--- src/core/pobs_map.svh ---
// constants and reference codes for the power-on / brownout flag sequencer
// assumes a 250 MHz clock and comparator inputs from the analogue side
`ifndef POBS_MAP_SVH
`define POBS_MAP_SVH
`define POBS_CLK_MHZ       250
`define POBS_STARTUP_US    100
`define POBS_BROWNOUT_US   25
`define POBS_OVERRANGE_US  3
`define POBS_CNT_W         16
`define POBS_REF_2V5       2'h0
`define POBS_REF_1V65      2'h1
`define POBS_REF_HALF_VS   2'h2
`endif

--- src/core/pobs_pkg.sv ---
// types for the power-on / brownout flag sequencer
// assumes nothing beyond the constants header
package pobs_pkg;
  typedef enum logic [1:0] {
    POBS_ST_RESET   = 2'b00,
    POBS_ST_STARTUP = 2'b01,
    POBS_ST_RUN     = 2'b10
  } pobs_state_t;
endpackage

--- src/core/pobs_sequencer.sv ---
// supervisory sequencer: power-on, brownout filter, flags, reference decode
// assumes comparator levels arrive asynchronously from the analogue side
`include "pobs_map.svh"
`timescale 1ns/10ps
`default_nettype none
module pobs_sequencer #(
  parameter int STARTUP_CYC   = `POBS_STARTUP_US * `POBS_CLK_MHZ,
  parameter int BROWNOUT_CYC  = `POBS_BROWNOUT_US * `POBS_CLK_MHZ,
  parameter int OVERRANGE_CYC = `POBS_OVERRANGE_US * `POBS_CLK_MHZ
) (
  // clock and reset
  input  wire logic       SYS_CLK_I,
  input  wire logic       RST_I,
  // supply comparators
  input  wire logic       SUPPLY_OK_I,
  input  wire logic       SUPPLY_DEEP_DIP_I,
  // analogue fault indications
  input  wire logic       AMP_OVERLOAD_I,
  input  wire logic       SENSOR_FAULT_I,
  // select pins
  input  wire logic       REF_SELECT_B1_I,
  input  wire logic       REF_SELECT_B2_I,
  input  wire logic       GAIN_SELECT_B1_I,
  input  wire logic       GAIN_SELECT_B2_I,
  // outputs
  output logic            COIL_DRIVE_ENABLE_O,
  output logic            SENSE_OUTPUT_VALID_O,
  output logic [1:0]      REF_MODE_O,
  output logic            ERROR_N_O,
  output logic            ERROR_N_OE_O,
  output logic            OVERRANGE_N_O,
  output logic            OVERRANGE_N_OE_O,
  output logic            POR_ACTIVE_O
);
  // ************************************************************
  // input synchronisers
  // ************************************************************
  logic [7:0] s1_r, s2_r;
  logic [7:0] raw;
  assign raw = {GAIN_SELECT_B2_I, GAIN_SELECT_B1_I, REF_SELECT_B2_I, REF_SELECT_B1_I,
                SENSOR_FAULT_I, AMP_OVERLOAD_I, SUPPLY_DEEP_DIP_I, SUPPLY_OK_I};
  always_ff @(posedge SYS_CLK_I or posedge RST_I) begin
    if (RST_I) begin
      s1_r <= 8'h00;
      s2_r <= 8'h00;
    end else begin
      s1_r <= raw;
      s2_r <= s1_r;
    end
  end
  logic sup_ok, deep_dip, ovl, fault, rs1, rs2, gs1, gs2;
  assign {gs2, gs1, rs2, rs1, fault, ovl, deep_dip, sup_ok} = s2_r;

  // ************************************************************
  // sequencer state and counters
  // ************************************************************
  pobs_pkg::pobs_state_t   st_r, st_nxt;
  logic [`POBS_CNT_W-1:0]  su_cnt_r, su_cnt_nxt;
  logic [`POBS_CNT_W-1:0]  bo_cnt_r, bo_cnt_nxt;
  logic [`POBS_CNT_W-1:0]  or_cnt_r, or_cnt_nxt;
  logic                    or_flag_r, or_flag_nxt;
  logic                    err_r, err_nxt;
  logic                    coil_en_r, coil_en_nxt;
  logic                    valid_r, valid_nxt;
  logic                    por_r, por_nxt;
  logic                    brownout_reset;
  logic                    supply_lost;

  // filter: a drop must outlast the window before it counts
  assign brownout_reset = !sup_ok && (bo_cnt_r >= `POBS_CNT_W'(BROWNOUT_CYC));
  // deep dip bypasses the filter entirely
  assign supply_lost    = deep_dip || brownout_reset;

  // ************************************************************
  // brownout duration filter
  // ************************************************************
  always_comb begin
    bo_cnt_nxt = bo_cnt_r;
    // saturates at the window so a long drop cannot wrap under it
    if (sup_ok || st_r == pobs_pkg::POBS_ST_RESET) begin
      bo_cnt_nxt = '0;
    end else if (bo_cnt_r < `POBS_CNT_W'(BROWNOUT_CYC)) begin
      bo_cnt_nxt = bo_cnt_r + `POBS_CNT_W'(1);
    end
  end
  always_ff @(posedge SYS_CLK_I or posedge RST_I) begin
    if (RST_I) begin
      bo_cnt_r <= '0;
    end else begin
      bo_cnt_r <= bo_cnt_nxt;
    end
  end

  // ************************************************************
  // power-on state machine
  // ************************************************************
  always_comb begin
    st_nxt     = st_r;
    su_cnt_nxt = su_cnt_r;
    case (st_r)
      pobs_pkg::POBS_ST_RESET: begin
        su_cnt_nxt = '0;
        if (sup_ok && !deep_dip) begin
          st_nxt = pobs_pkg::POBS_ST_STARTUP;
        end
      end
      pobs_pkg::POBS_ST_STARTUP: begin
        if (su_cnt_r >= `POBS_CNT_W'(STARTUP_CYC - 1)) begin
          st_nxt = pobs_pkg::POBS_ST_RUN;
        end else begin
          su_cnt_nxt = su_cnt_r + `POBS_CNT_W'(1);
        end
      end
      pobs_pkg::POBS_ST_RUN: begin
        su_cnt_nxt = su_cnt_r;
      end
      default: begin
        st_nxt = pobs_pkg::POBS_ST_RESET;
      end
    endcase
    if (supply_lost) begin
      st_nxt = pobs_pkg::POBS_ST_RESET;
    end
  end
  always_ff @(posedge SYS_CLK_I or posedge RST_I) begin
    if (RST_I) begin
      st_r     <= pobs_pkg::POBS_ST_RESET;
      su_cnt_r <= '0;
    end else begin
      st_r     <= st_nxt;
      su_cnt_r <= su_cnt_nxt;
    end
  end

  // ************************************************************
  // overrange persistence
  // ************************************************************
  always_comb begin
    or_cnt_nxt  = or_cnt_r;
    or_flag_nxt = or_flag_r;
    // released at once when overload ends, no hold-off on release
    if (!ovl) begin
      or_cnt_nxt  = '0;
      or_flag_nxt = 1'b0;
    end else if (or_cnt_r >= `POBS_CNT_W'(OVERRANGE_CYC - 1)) begin
      or_flag_nxt = 1'b1;
    end else begin
      or_cnt_nxt = or_cnt_r + `POBS_CNT_W'(1);
    end
  end
  always_ff @(posedge SYS_CLK_I or posedge RST_I) begin
    if (RST_I) begin
      or_cnt_r  <= '0;
      or_flag_r <= 1'b0;
    end else begin
      or_cnt_r  <= or_cnt_nxt;
      or_flag_r <= or_flag_nxt;
    end
  end

  // ************************************************************
  // error flag
  // ************************************************************
  // forced outside run, else follows the live fault; op-amp mode masks it
  always_comb begin
    err_nxt = ((st_nxt != pobs_pkg::POBS_ST_RUN) || fault) && !(gs1 && gs2);
  end
  always_ff @(posedge SYS_CLK_I or posedge RST_I) begin
    if (RST_I) begin
      err_r <= 1'b1;
    end else begin
      err_r <= err_nxt;
    end
  end

  // ************************************************************
  // status outputs
  // ************************************************************
  // registered from the next state so they line up with st_r
  always_comb begin
    coil_en_nxt = (st_nxt == pobs_pkg::POBS_ST_RUN);
    valid_nxt   = (st_nxt == pobs_pkg::POBS_ST_RUN);
    por_nxt     = (st_nxt == pobs_pkg::POBS_ST_RESET);
  end
  always_ff @(posedge SYS_CLK_I or posedge RST_I) begin
    if (RST_I) begin
      coil_en_r <= 1'b0;
      valid_r   <= 1'b0;
      por_r     <= 1'b1;
    end else begin
      coil_en_r <= coil_en_nxt;
      valid_r   <= valid_nxt;
      por_r     <= por_nxt;
    end
  end

  // ************************************************************
  // outputs
  // ************************************************************
  logic [1:0] ref_mode_nxt, ref_mode_r;
  always_comb begin
    if (rs1 && rs2) begin
      ref_mode_nxt = `POBS_REF_HALF_VS;
    end else if (rs1) begin
      ref_mode_nxt = `POBS_REF_1V65;
    end else begin
      ref_mode_nxt = `POBS_REF_2V5;
    end
  end
  always_ff @(posedge SYS_CLK_I or posedge RST_I) begin
    if (RST_I) begin
      ref_mode_r <= `POBS_REF_2V5;
    end else begin
      ref_mode_r <= ref_mode_nxt;
    end
  end

  // open-drain pins: only ever drive low; pull-up is the system's
  assign ERROR_N_O            = 1'b0;
  assign ERROR_N_OE_O         = err_r;
  assign OVERRANGE_N_O        = 1'b0;
  assign OVERRANGE_N_OE_O     = or_flag_r;
  assign COIL_DRIVE_ENABLE_O  = coil_en_r;
  assign SENSE_OUTPUT_VALID_O = valid_r;
  assign POR_ACTIVE_O         = por_r;
  assign REF_MODE_O           = ref_mode_r;
endmodule
`default_nettype wire

--- config.mk ---
export PLATFORM = sky130hd
export DESIGN_NAME = pobs_sequencer
export DESIGN_NICKNAME = d
export VERILOG_FILES = /design/src/core/pobs_pkg.sv /design/src/core/pobs_sequencer.sv
export VERILOG_INCLUDE_DIRS = /design/src /design/src/core
export SDC_FILE = /design/constraint.sdc
export NUM_CORES = 1
export LEC_CHECK = 0
export BUFFER_PORTS_ARGS = -buffer_cell sky130_fd_sc_hd__buf_2
export CORE_AREA = 4 4 91 93
export CTS_CLUSTER_DIAMETER = 60
export DETAILED_ROUTE_END_ITERATION = 8
export DIE_AREA = 0 0 95 97
export PLACE_DENSITY_LB_ADDON = 0.08
export RECOVER_POWER = 100
export SLEW_MARGIN = 20
export SYNTH_ARGS = -nofsm -noshare
export SYNTH_HDL_FRONTEND = slang
export SYNTH_SLANG_ARGS = --single-unit
--- constraint.sdc ---
create_clock -name SYS_CLK_I -period 2.1 [get_ports SYS_CLK_I]
set_input_delay 0.105 -clock SYS_CLK_I [delete_from_list [all_inputs] [get_ports SYS_CLK_I]]
set_output_delay 0.105 -clock SYS_CLK_I [all_outputs]
set_load 0.01 [all_outputs]
* Word level (Yosys, flattened, before mapping) *
Cells that the tools add are included.

storage, ports and cells
  register bits = 72
  input bits = 10

cells by class
  add/sub/neg operators = 3
  magnitude comparators = 4
  equality and inequality tests = 7
  muxes and demuxes = 14
  reduce and logical (&&, ||, !) cells = 16

operators with widths
  cell                                                                  count
  two-way mux 16 bit                                                    5
  adder 16 x 1 -> 16 bit (second input constant)                        3
  case mux 16 bit (2 select lines)                                      1
  greater-or-equal comparator 16 x 10 -> 1 bit (second input constant)  1
  greater-or-equal comparator 16 x 13 -> 1 bit (second input constant)  1
  greater-or-equal comparator 16 x 15 -> 1 bit (second input constant)  1
  less-than comparator 16 x 13 -> 1 bit (second input constant)         1
  two-way mux 2 bit                                                     4
  inequality test 2 bit (second input constant)                         3
  case mux 2 bit (3 select lines)                                       1
  logical AND 1 bit                                                     5
  == test 2 bit (second input constant)                                 2
  logical NOT 2 bit                                                     2
  nonzero test 2 bit                                                    2
  logical NOT 1 bit                                                     3
  logical OR 1 bit                                                      3
  two-way mux 1 bit                                                     3
  == test 2 x 1 -> 1 bit (second input constant)                        1
  inequality test 2 x 1 -> 1 bit (second input constant)                1
  AND reduction 2 bit                                                   1

* Logic depth before layout (Yosys ltp) *
Gate-level depths: netlist of the first run.

  depth in word-level cells = 8
  mapped depth = 7
  mapped depth without buffers = 7

* Worst setup path after synthesis of the first run *
No wires, ideal clock.

  path type = register -> register
  from = reg su_cnt_r[11]
  to = reg su_cnt_r[9]
  arrival = 1.923 ns
  data required time = 2.022 ns
  path slack = 0.099 ns
  stages on the path, launching flop included = 7
  path buffers = 1
  path through = dfrtp_1 -> or4_4 -> or3_4 -> o2111a_1 -> buf_6 -> a31o_1 -> a21oi_1

on the way
  longest elaborated chain between the ends = 3

ends and longest elaborated chain
  what                                          line                   text
  from (decl)                                   pobs_sequencer.sv:58   logic [`POBS_CNT_W-1:0] su_cnt_r, su_cnt_nxt;
  from (signal assigned)                        pobs_sequencer.sv:131  su_cnt_r <= su_cnt_nxt;
  greater-or-equal comparator 16 x 15 -> 1 bit  pobs_sequencer.sv:108  if (su_cnt_r >= `POBS_CNT_W'(STARTUP_CYC - 1)) begin
  inequality test 2 bit (no source line)        -
  AND reduction 2 bit (no source line)          -

No other way between the ends.
A chain may end at the register's enable or synchronous reset.

* Worst setup path after layout of the first run *
  from = reg su_cnt_r[12]
  to = reg su_cnt_r[5]

Same word-level chain as after synthesis.

==> impl_metrics.json, run 1 <==
{
  "p_int_mw": 1.92,
  "grt_pass1_wl_um": 11500,
  "met2_usage_pct": 22.7,
  "clock_skew_ns": 0.00722,
  "dieArea_um2": 9220,
  "cts_tree": "done",
  "cts-buffers-inserted": 9,
  "power_leakage_nw": 1.69,
  "synth_edf_count": 0,
  "hold_violations": 0,
  "numClockSinks": 72,
  "violations": "negative setup slack",
  "routabilityCongestion": 0.835,
  "synth_top_area_share_pct": 53.3,
  "synth_seq_cells": 72,
  "routed_wl_um": 6720,
  "start_kind": "flip-flop",
  "num_rows": 32,
  "grt_setup_unrepaired": "true",
  "synth_top_flop_cell": "dfrtp_1",
  "grt.busiest_layer": "met1",
  "hp-class": "flip-flop to flip-flop",
  "combPwrFrac_pct": 5.1,
  "die_w_um": 95,
  "worstPathRequired_ns": 2.37,
  "start_util_pct": 43.6,
  "ys_warn_count": 0,
  "synth_cell_type_count": 53,
  "use_met3_pct": 3.03,
  "viasPerCell": 5.22,
  "dp_slack_ns": -0.119,
  "grt_start_max_net_pins": 73,
  "io_buffers": 16,
  "drive_gt1_share_pct": 17.7,
  "nNetsFinal": 374,
  "firstDrtPassIters": 4,
  "relSlewSlack_pct": 35.4,
  "diodes": 0,
  "place_inst": 436,
  "setup_slack_ns": -0.0400,
  "cts-root-buf": "clkbuf_8",
  "grt_pass1_vias": 2396,
  "max_freq_mhz": 467,
  "ant_nets": 0,
  "vias": 2424,
  "clk_latency_ns": 0.34,
  "dr.first_iter.drc_count": 89,
  "finalCritPeriodShare_pct": 102,
  "final_max_slew_viol_count": 0,
  "met1_usage_pct": 23.3,
  "crit_fanout": 11,
  "min_period_ns": 2.14,
  "yosys.area.top_type": "dfrtp_1",
  "setup_viol": 1,
  "ir_drop_mv": 0.330,
  "track_usage_pct": 15.8,
  "seq_power_share_pct": 56.4,
  "worst_slew_pin_slew_ns": 0.969,
  "finalPower_mw": 2.55,
  "synth_area_leaders": "dfrtp_1 (53%), xnor2_1 (4.3%), and2_1 (3.4%), nor2_1 (2.5%), a21oi_1 (2.3%)",
  "syn_avg_cell_area_um2": 10.7,
  "whs_ns": 0.351,
  "crit_path_end_kind": "flip-flop",
  "async_reset_ff_share_pct": 100,
  "p_clk_share_pct": 38.5,
  "p_per_area_nw_per_um2": 650,
  "coreArea_um2": 7530,
  "dp_hpwl_um": 4260,
  "path_clk_slew_ns": 0.08,
  "worstSetupPathType": "flip-flop to flip-flop",
  "drv_cap": 0,
  "status": "complete, but fails checks",
  "wl_per_cell_um": 14.5,
  "htreeDepth": 3,
  "antenna_found_initial": 0,
  "yosysSeqAreaShare_pct": 54.9,
  "p_sw_share_pct": 24.6,
  "gr-total-overflow": 0,
  "drc": 0,
  "die_h_um": 97,
  "io_pins": 19,
  "postSynthCellCount": 306,
  "switchingPower_uw": 629,
  "layout.cells.non_filler": 464,
  "clock_path_buffers": 2,
  "synth_area_um2": 3280,
  "worstPathArrival_ns": 2.41,
  "area_growth_pct": 19.5
}
## cell type report
cell class / instances / area, µm²
clock buffer: 10 / 138
clock inverter: 5 / 33.8
fill: 720 / 3600
inverter: 16 / 60.1
multi-input combinational: 209 / 1420
sequential: 72 / 1800
tap: 102 / 128
timing repair buffer: 50 / 345
## cells in the mapped netlist, types with 8 or more instances
library cell,number
o21ai_0,8
nand2_1,20
dfrtp_1,70
inv_1,16
nand4_1,10
xnor2_1,16
and2_1,18
nor2_1,22
a21oi_1,15
nand3_1,11
## placed cells by master, fill, tap and decap left out, types with 8 or more instances in the layout
| cell | synthesis | routed |
|---|---|---|
| dfrtp_1 | 70 | 70 |
| nor2_1 | 22 | 22 |
| buf_4 | 3 | 21 |
| nand2_1 | 20 | 20 |
| inv_1 | 16 | 16 |
| xnor2_1 | 16 | 16 |
| a21oi_1 | 15 | 15 |
| nand3_1 | 11 | 11 |
| nand4_1 | 10 | 10 |
| and2_0 | 0 | 10 |
| clkbuf_8 | 0 | 10 |
| o21ai_0 | 8 | 9 |
| dlygate4sd3_1 | 0 | 9 |
| buf_2 | 0 | 9 |
| clkbuf_1 | 6 | 9 |
| and2_1 | 18 | 8 |
## power by group through the flow
stage | Clock (mW) | Combinational [mW] | Sequential [mW]
3_5_place_dp | 0 | 0.121 | 1.47
3_3_place_gp | 0 | 0.119 | 1.47
5_1_grt | 1.08 | 0.151 | 1.44
2_1_floorplan | 0 | 0.0738 | 1.46
6_report | 0.982 | 0.130 | 1.44
4_1_cts | 1.02 | 0.135 | 1.44
## per-stage QoR
| step | TNS, ns | area [µm²] | util, % |
|---|---|---|---|
| floorplan | 0 | 3290 | - |
| global placement | 0 | 3610 | 47.9 |
| detailed placement | -0.206 | 3610 | 47.9 |
| CTS | -0.0215 | 3910 | 51.9 |
| global route | -0.600 | 3920 | 52.1 |
| finish | -0.0400 | 3920 | 52.1 |
## worst max-delay path, stage by stage (launching register included)
cell      delay, ns
dfrtp_1        0.38
or4_4          0.58
o211ai_4       0.25
o211ai_4       0.14
buf_6          0.17
or4_1          0.39
a21oi_1        0.14
## sequential cells by signal, indices dropped and copies added, names as in the netlist, 2 cells and up
register and flops:
REF_MODE_O 2, bo_cnt_r 16, st_r 2, s1_r 8, su_cnt_r 16, s2_r 8
or_cnt_r 16
## kinds of logic after synthesis
logic type	after synthesis	synth area share (%)
xor+xnor	17	4.53
compound gates	56	11.9
buf+inv	27	3.89
simple gates	125	21.7
fa+ha+maj	6	2.29
flops	72	54.9
other cells	1	0.114
mux	2	0.610
## routing by layer
metal / part of all wire, % / wire, µm / vias to the layer above
met4: 2.0 / 133 / 0
met2: 44 / 2970 / 48
met5: 0 / 0 / -
li1: - / - / 1189
met1: 51 / 3400 / 1174
met3: 3.2 / 213 / 13
## final timing paths
check                             start          end  slack [ns]  cells after the start
max in group asynchronous         RST_I  or_cnt_r[8]        0.85                      4
min in group asynchronous         RST_I      s1_r[5]        0.65                      4
min reg2reg                     s1_r[6]      s2_r[6]        0.35                      0
min                             s1_r[6]      s2_r[6]        0.35                      0
max                        su_cnt_r[12]  su_cnt_r[5]       -0.04                      6
max reg2reg                su_cnt_r[12]  su_cnt_r[5]       -0.04                      6
## timing repair
item	CTS	global route
hold buffers	9	0
setup buffers	0	3
setup endpoints to repair	12	14
endpoints found under the hold margin	78	0
resized for setup	8	3
pin swaps	1	8
gates cloned	0	1
No activity file was read; power rests on OpenSTA's default activity.
==> run 2: changes to the inputs <==
- SETUP_SLACK_MARGIN: unset -> 0.2
- SKIP_LAST_GASP: unset -> 1
==> run 2 against run 1 <==
Net effect: the run still ends with negative setup slack left; routed wire length up 0.95%; clock power rose by 10%; setup slack better by 0.033 ns; largest cell class unchanged; critical path type unchanged; global-route usage increased by 0.43 points; cell area is 5.8% higher.
==> impl_metrics.json, run 2 (synthesis gave the netlist of run 1 again) <==
{
  "dieArea_um2": 9220,
  "grt_setup_unrepaired": "true",
  "path_clk_slew_ns": 0.08,
  "worstPathRequired_ns": 2.37,
  "start_kind": "flip-flop",
  "layout_commonest_cell": "dfrtp_1",
  "cp_slowest_cell": "or4_4",
  "status": "complete, but fails checks",
  "antenna_found_initial": 0,
  "diodes": 0,
  "r2r_cells": 6,
  "worstPathArrival_ns": 2.38,
  "drive_gt1_share_pct": 25.7,
  "crit_family": "simple AND/OR/NAND/NOR gates",
  "hold_violations": 0,
  "whs_ns": 0.351,
  "dr.first_iter.drc_count": 128,
  "vias": 2462,
  "drc": 0,
  "grt_pass1_vias": 2502,
  "min-delay-start": "s1_r[2]",
  "nNetsFinal": 386,
  "p_per_area_nw_per_um2": 638,
  "die_w_um": 95,
  "hp-class": "flip-flop to flip-flop",
  "crit_path_end_kind": "flip-flop",
  "clock_skew_ns": 0.00826,
  "drv_cap": 0,
  "dp_slack_ns": -0.00194,
  "path_buf_inv": 1,
  "crit_fanout": 4,
  "dp_hpwl_um": 4420,
  "viasPerCell": 5.17,
  "path_depth": 6,
  "finalCritPeriodShare_pct": 100,
  "power_leakage_nw": 1.79,
  "relSlewSlack_pct": 9.62,
  "clock_path_buffers": 2,
  "setup_slack_ns": -0.00703,
  "layout_common_cells": "dfrtp_1 (70), buf_4 (32), nor2_1 (22), nand2_1 (19), xnor2_1 (16)",
  "r2r_slack_ns": -0.007,
  "grt_pass1_wl_um": 12000,
  "r2r-end": "su_cnt_r[12]",
  "wl_per_cell_um": 14.3,
  "routed_wl_um": 6790,
  "crit_chain": "or4_4 -> o211ai_4 -> o211ai_4 -> buf_6 -> or4_4 -> a21oi_2",
  "timing.rr.start": "su_cnt_r[10]",
  "num_rows": 32,
  "io_pins": 19,
  "slowest_delay_ns": 0.56,
  "clk_latency_ns": 0.34,
  "worstSetupPathType": "flip-flop to flip-flop",
  "io_buffers": 16,
  "firstDrtPassIters": 4,
  "ir_drop_mv": 0.470,
  "coreArea_um2": 7530,
  "worst_slew_pin_slew_ns": 1.35,
  "setup_viol": 1,
  "violations": "negative setup slack",
  "start_util_pct": 43.6,
  "largestRegisters": "bo_cnt_r: 16 flops, or_cnt_r: 16 flops, su_cnt_r: 16 flops",
  "routabilityCongestion": 0.860,
  "holdPathEnd": "s2_r[2]",
  "min_period_ns": 2.11,
  "hold_depth": 0,
  "ant_nets": 0,
  "cts-buffers-inserted": 9,
  "gr-total-overflow": 0,
  "track_usage_pct": 16.2,
  "area_growth_pct": 26.4,
  "grt_start_max_net_pins": 33,
  "cts-root-buf": "clkbuf_8",
  "cts_tree": "done",
  "final_max_slew_viol_count": 0,
  "max_freq_mhz": 475,
  "die_h_um": 97,
  "htreeDepth": 3,
  "numClockSinks": 72
}
==> run 2: area by class of cell <==
class	instances	area [µm²]
inverters	16	61.3
multi-input cells	209	1520
flip-flops and latches	72	1800
clock inverters	6	68.8
repair buffers	62	448
fillers	694	3380
clock buffers	9	124
well taps	102	128
==> run 2: worst reg2reg max path, cell delays in order (launching register included) <==
cell,delay (ns)
dfrtp_1,0.38
or4_4,0.56
o211ai_4,0.21
o211ai_4,0.11
buf_6,0.14
or4_4,0.50
a21oi_2,0.14
==> run 2: through the flow <==
stage | cells | TNS (ns) | area (µm²) | power [mW] | util (%)
3_3_place_gp | 440 | 0 | 3650 | 1.59 | 48.5
4_1_cts | 474 | -0.0137 | 4070 | 2.70 | 54.1
3_5_place_dp | 440 | -0.00194 | 3650 | 1.59 | 48.5
6_report | 476 | -0.00703 | 4150 | 2.65 | 55.1
2_1_floorplan | 307 | 0 | 3300 | 1.54 | -
5_1_grt | 476 | -0.462 | 4150 | 2.77 | 55.1
==> run 2: worst max path at each step <==
stage	startpoint	end	slack, ns
floorplan	su_cnt_r[10]	su_cnt_r[9]	0.10
global placement	su_cnt_r[10]	su_cnt_r[12]	0.02
detailed placement	su_cnt_r[10]	su_cnt_r[12]	-0.002
CTS	su_cnt_r[11]	su_cnt_r[12]	-0.01
global route	su_cnt_r[10]	su_cnt_r[6]	-0.08
finish	su_cnt_r[10]	su_cnt_r[12]	-0.007
==> run 2: where the power goes <==
group	switching (mW)	internal (mW)
clock network	0.530	0.548
logic	0.0800	0.0538
registers	0.0205	1.42
==> run 2: routing by layer <==
metal  vias up  global-route usage, %  share of wire [%]
li1       1213                      -                  -
met1      1204                   23.5                 51
met2        34                   24.1                 45
met3        11                   3.03                2.3
met4         0                   5.99                1.6
met5         -                      0                  0
==> run 2: what timing repair did <==
| action | in CTS | in global routing |
|---|---|---|
| hold buffers | 9 | 0 |
| pin swaps | 18 | 6 |
| buffers inserted | 9 | 2 |
| setup endpoints to repair | 27 | 33 |
| gates cloned | 1 | 0 |
| resized for setup | 15 | 17 |
| endpoints found under the hold margin | 37 | 0 |
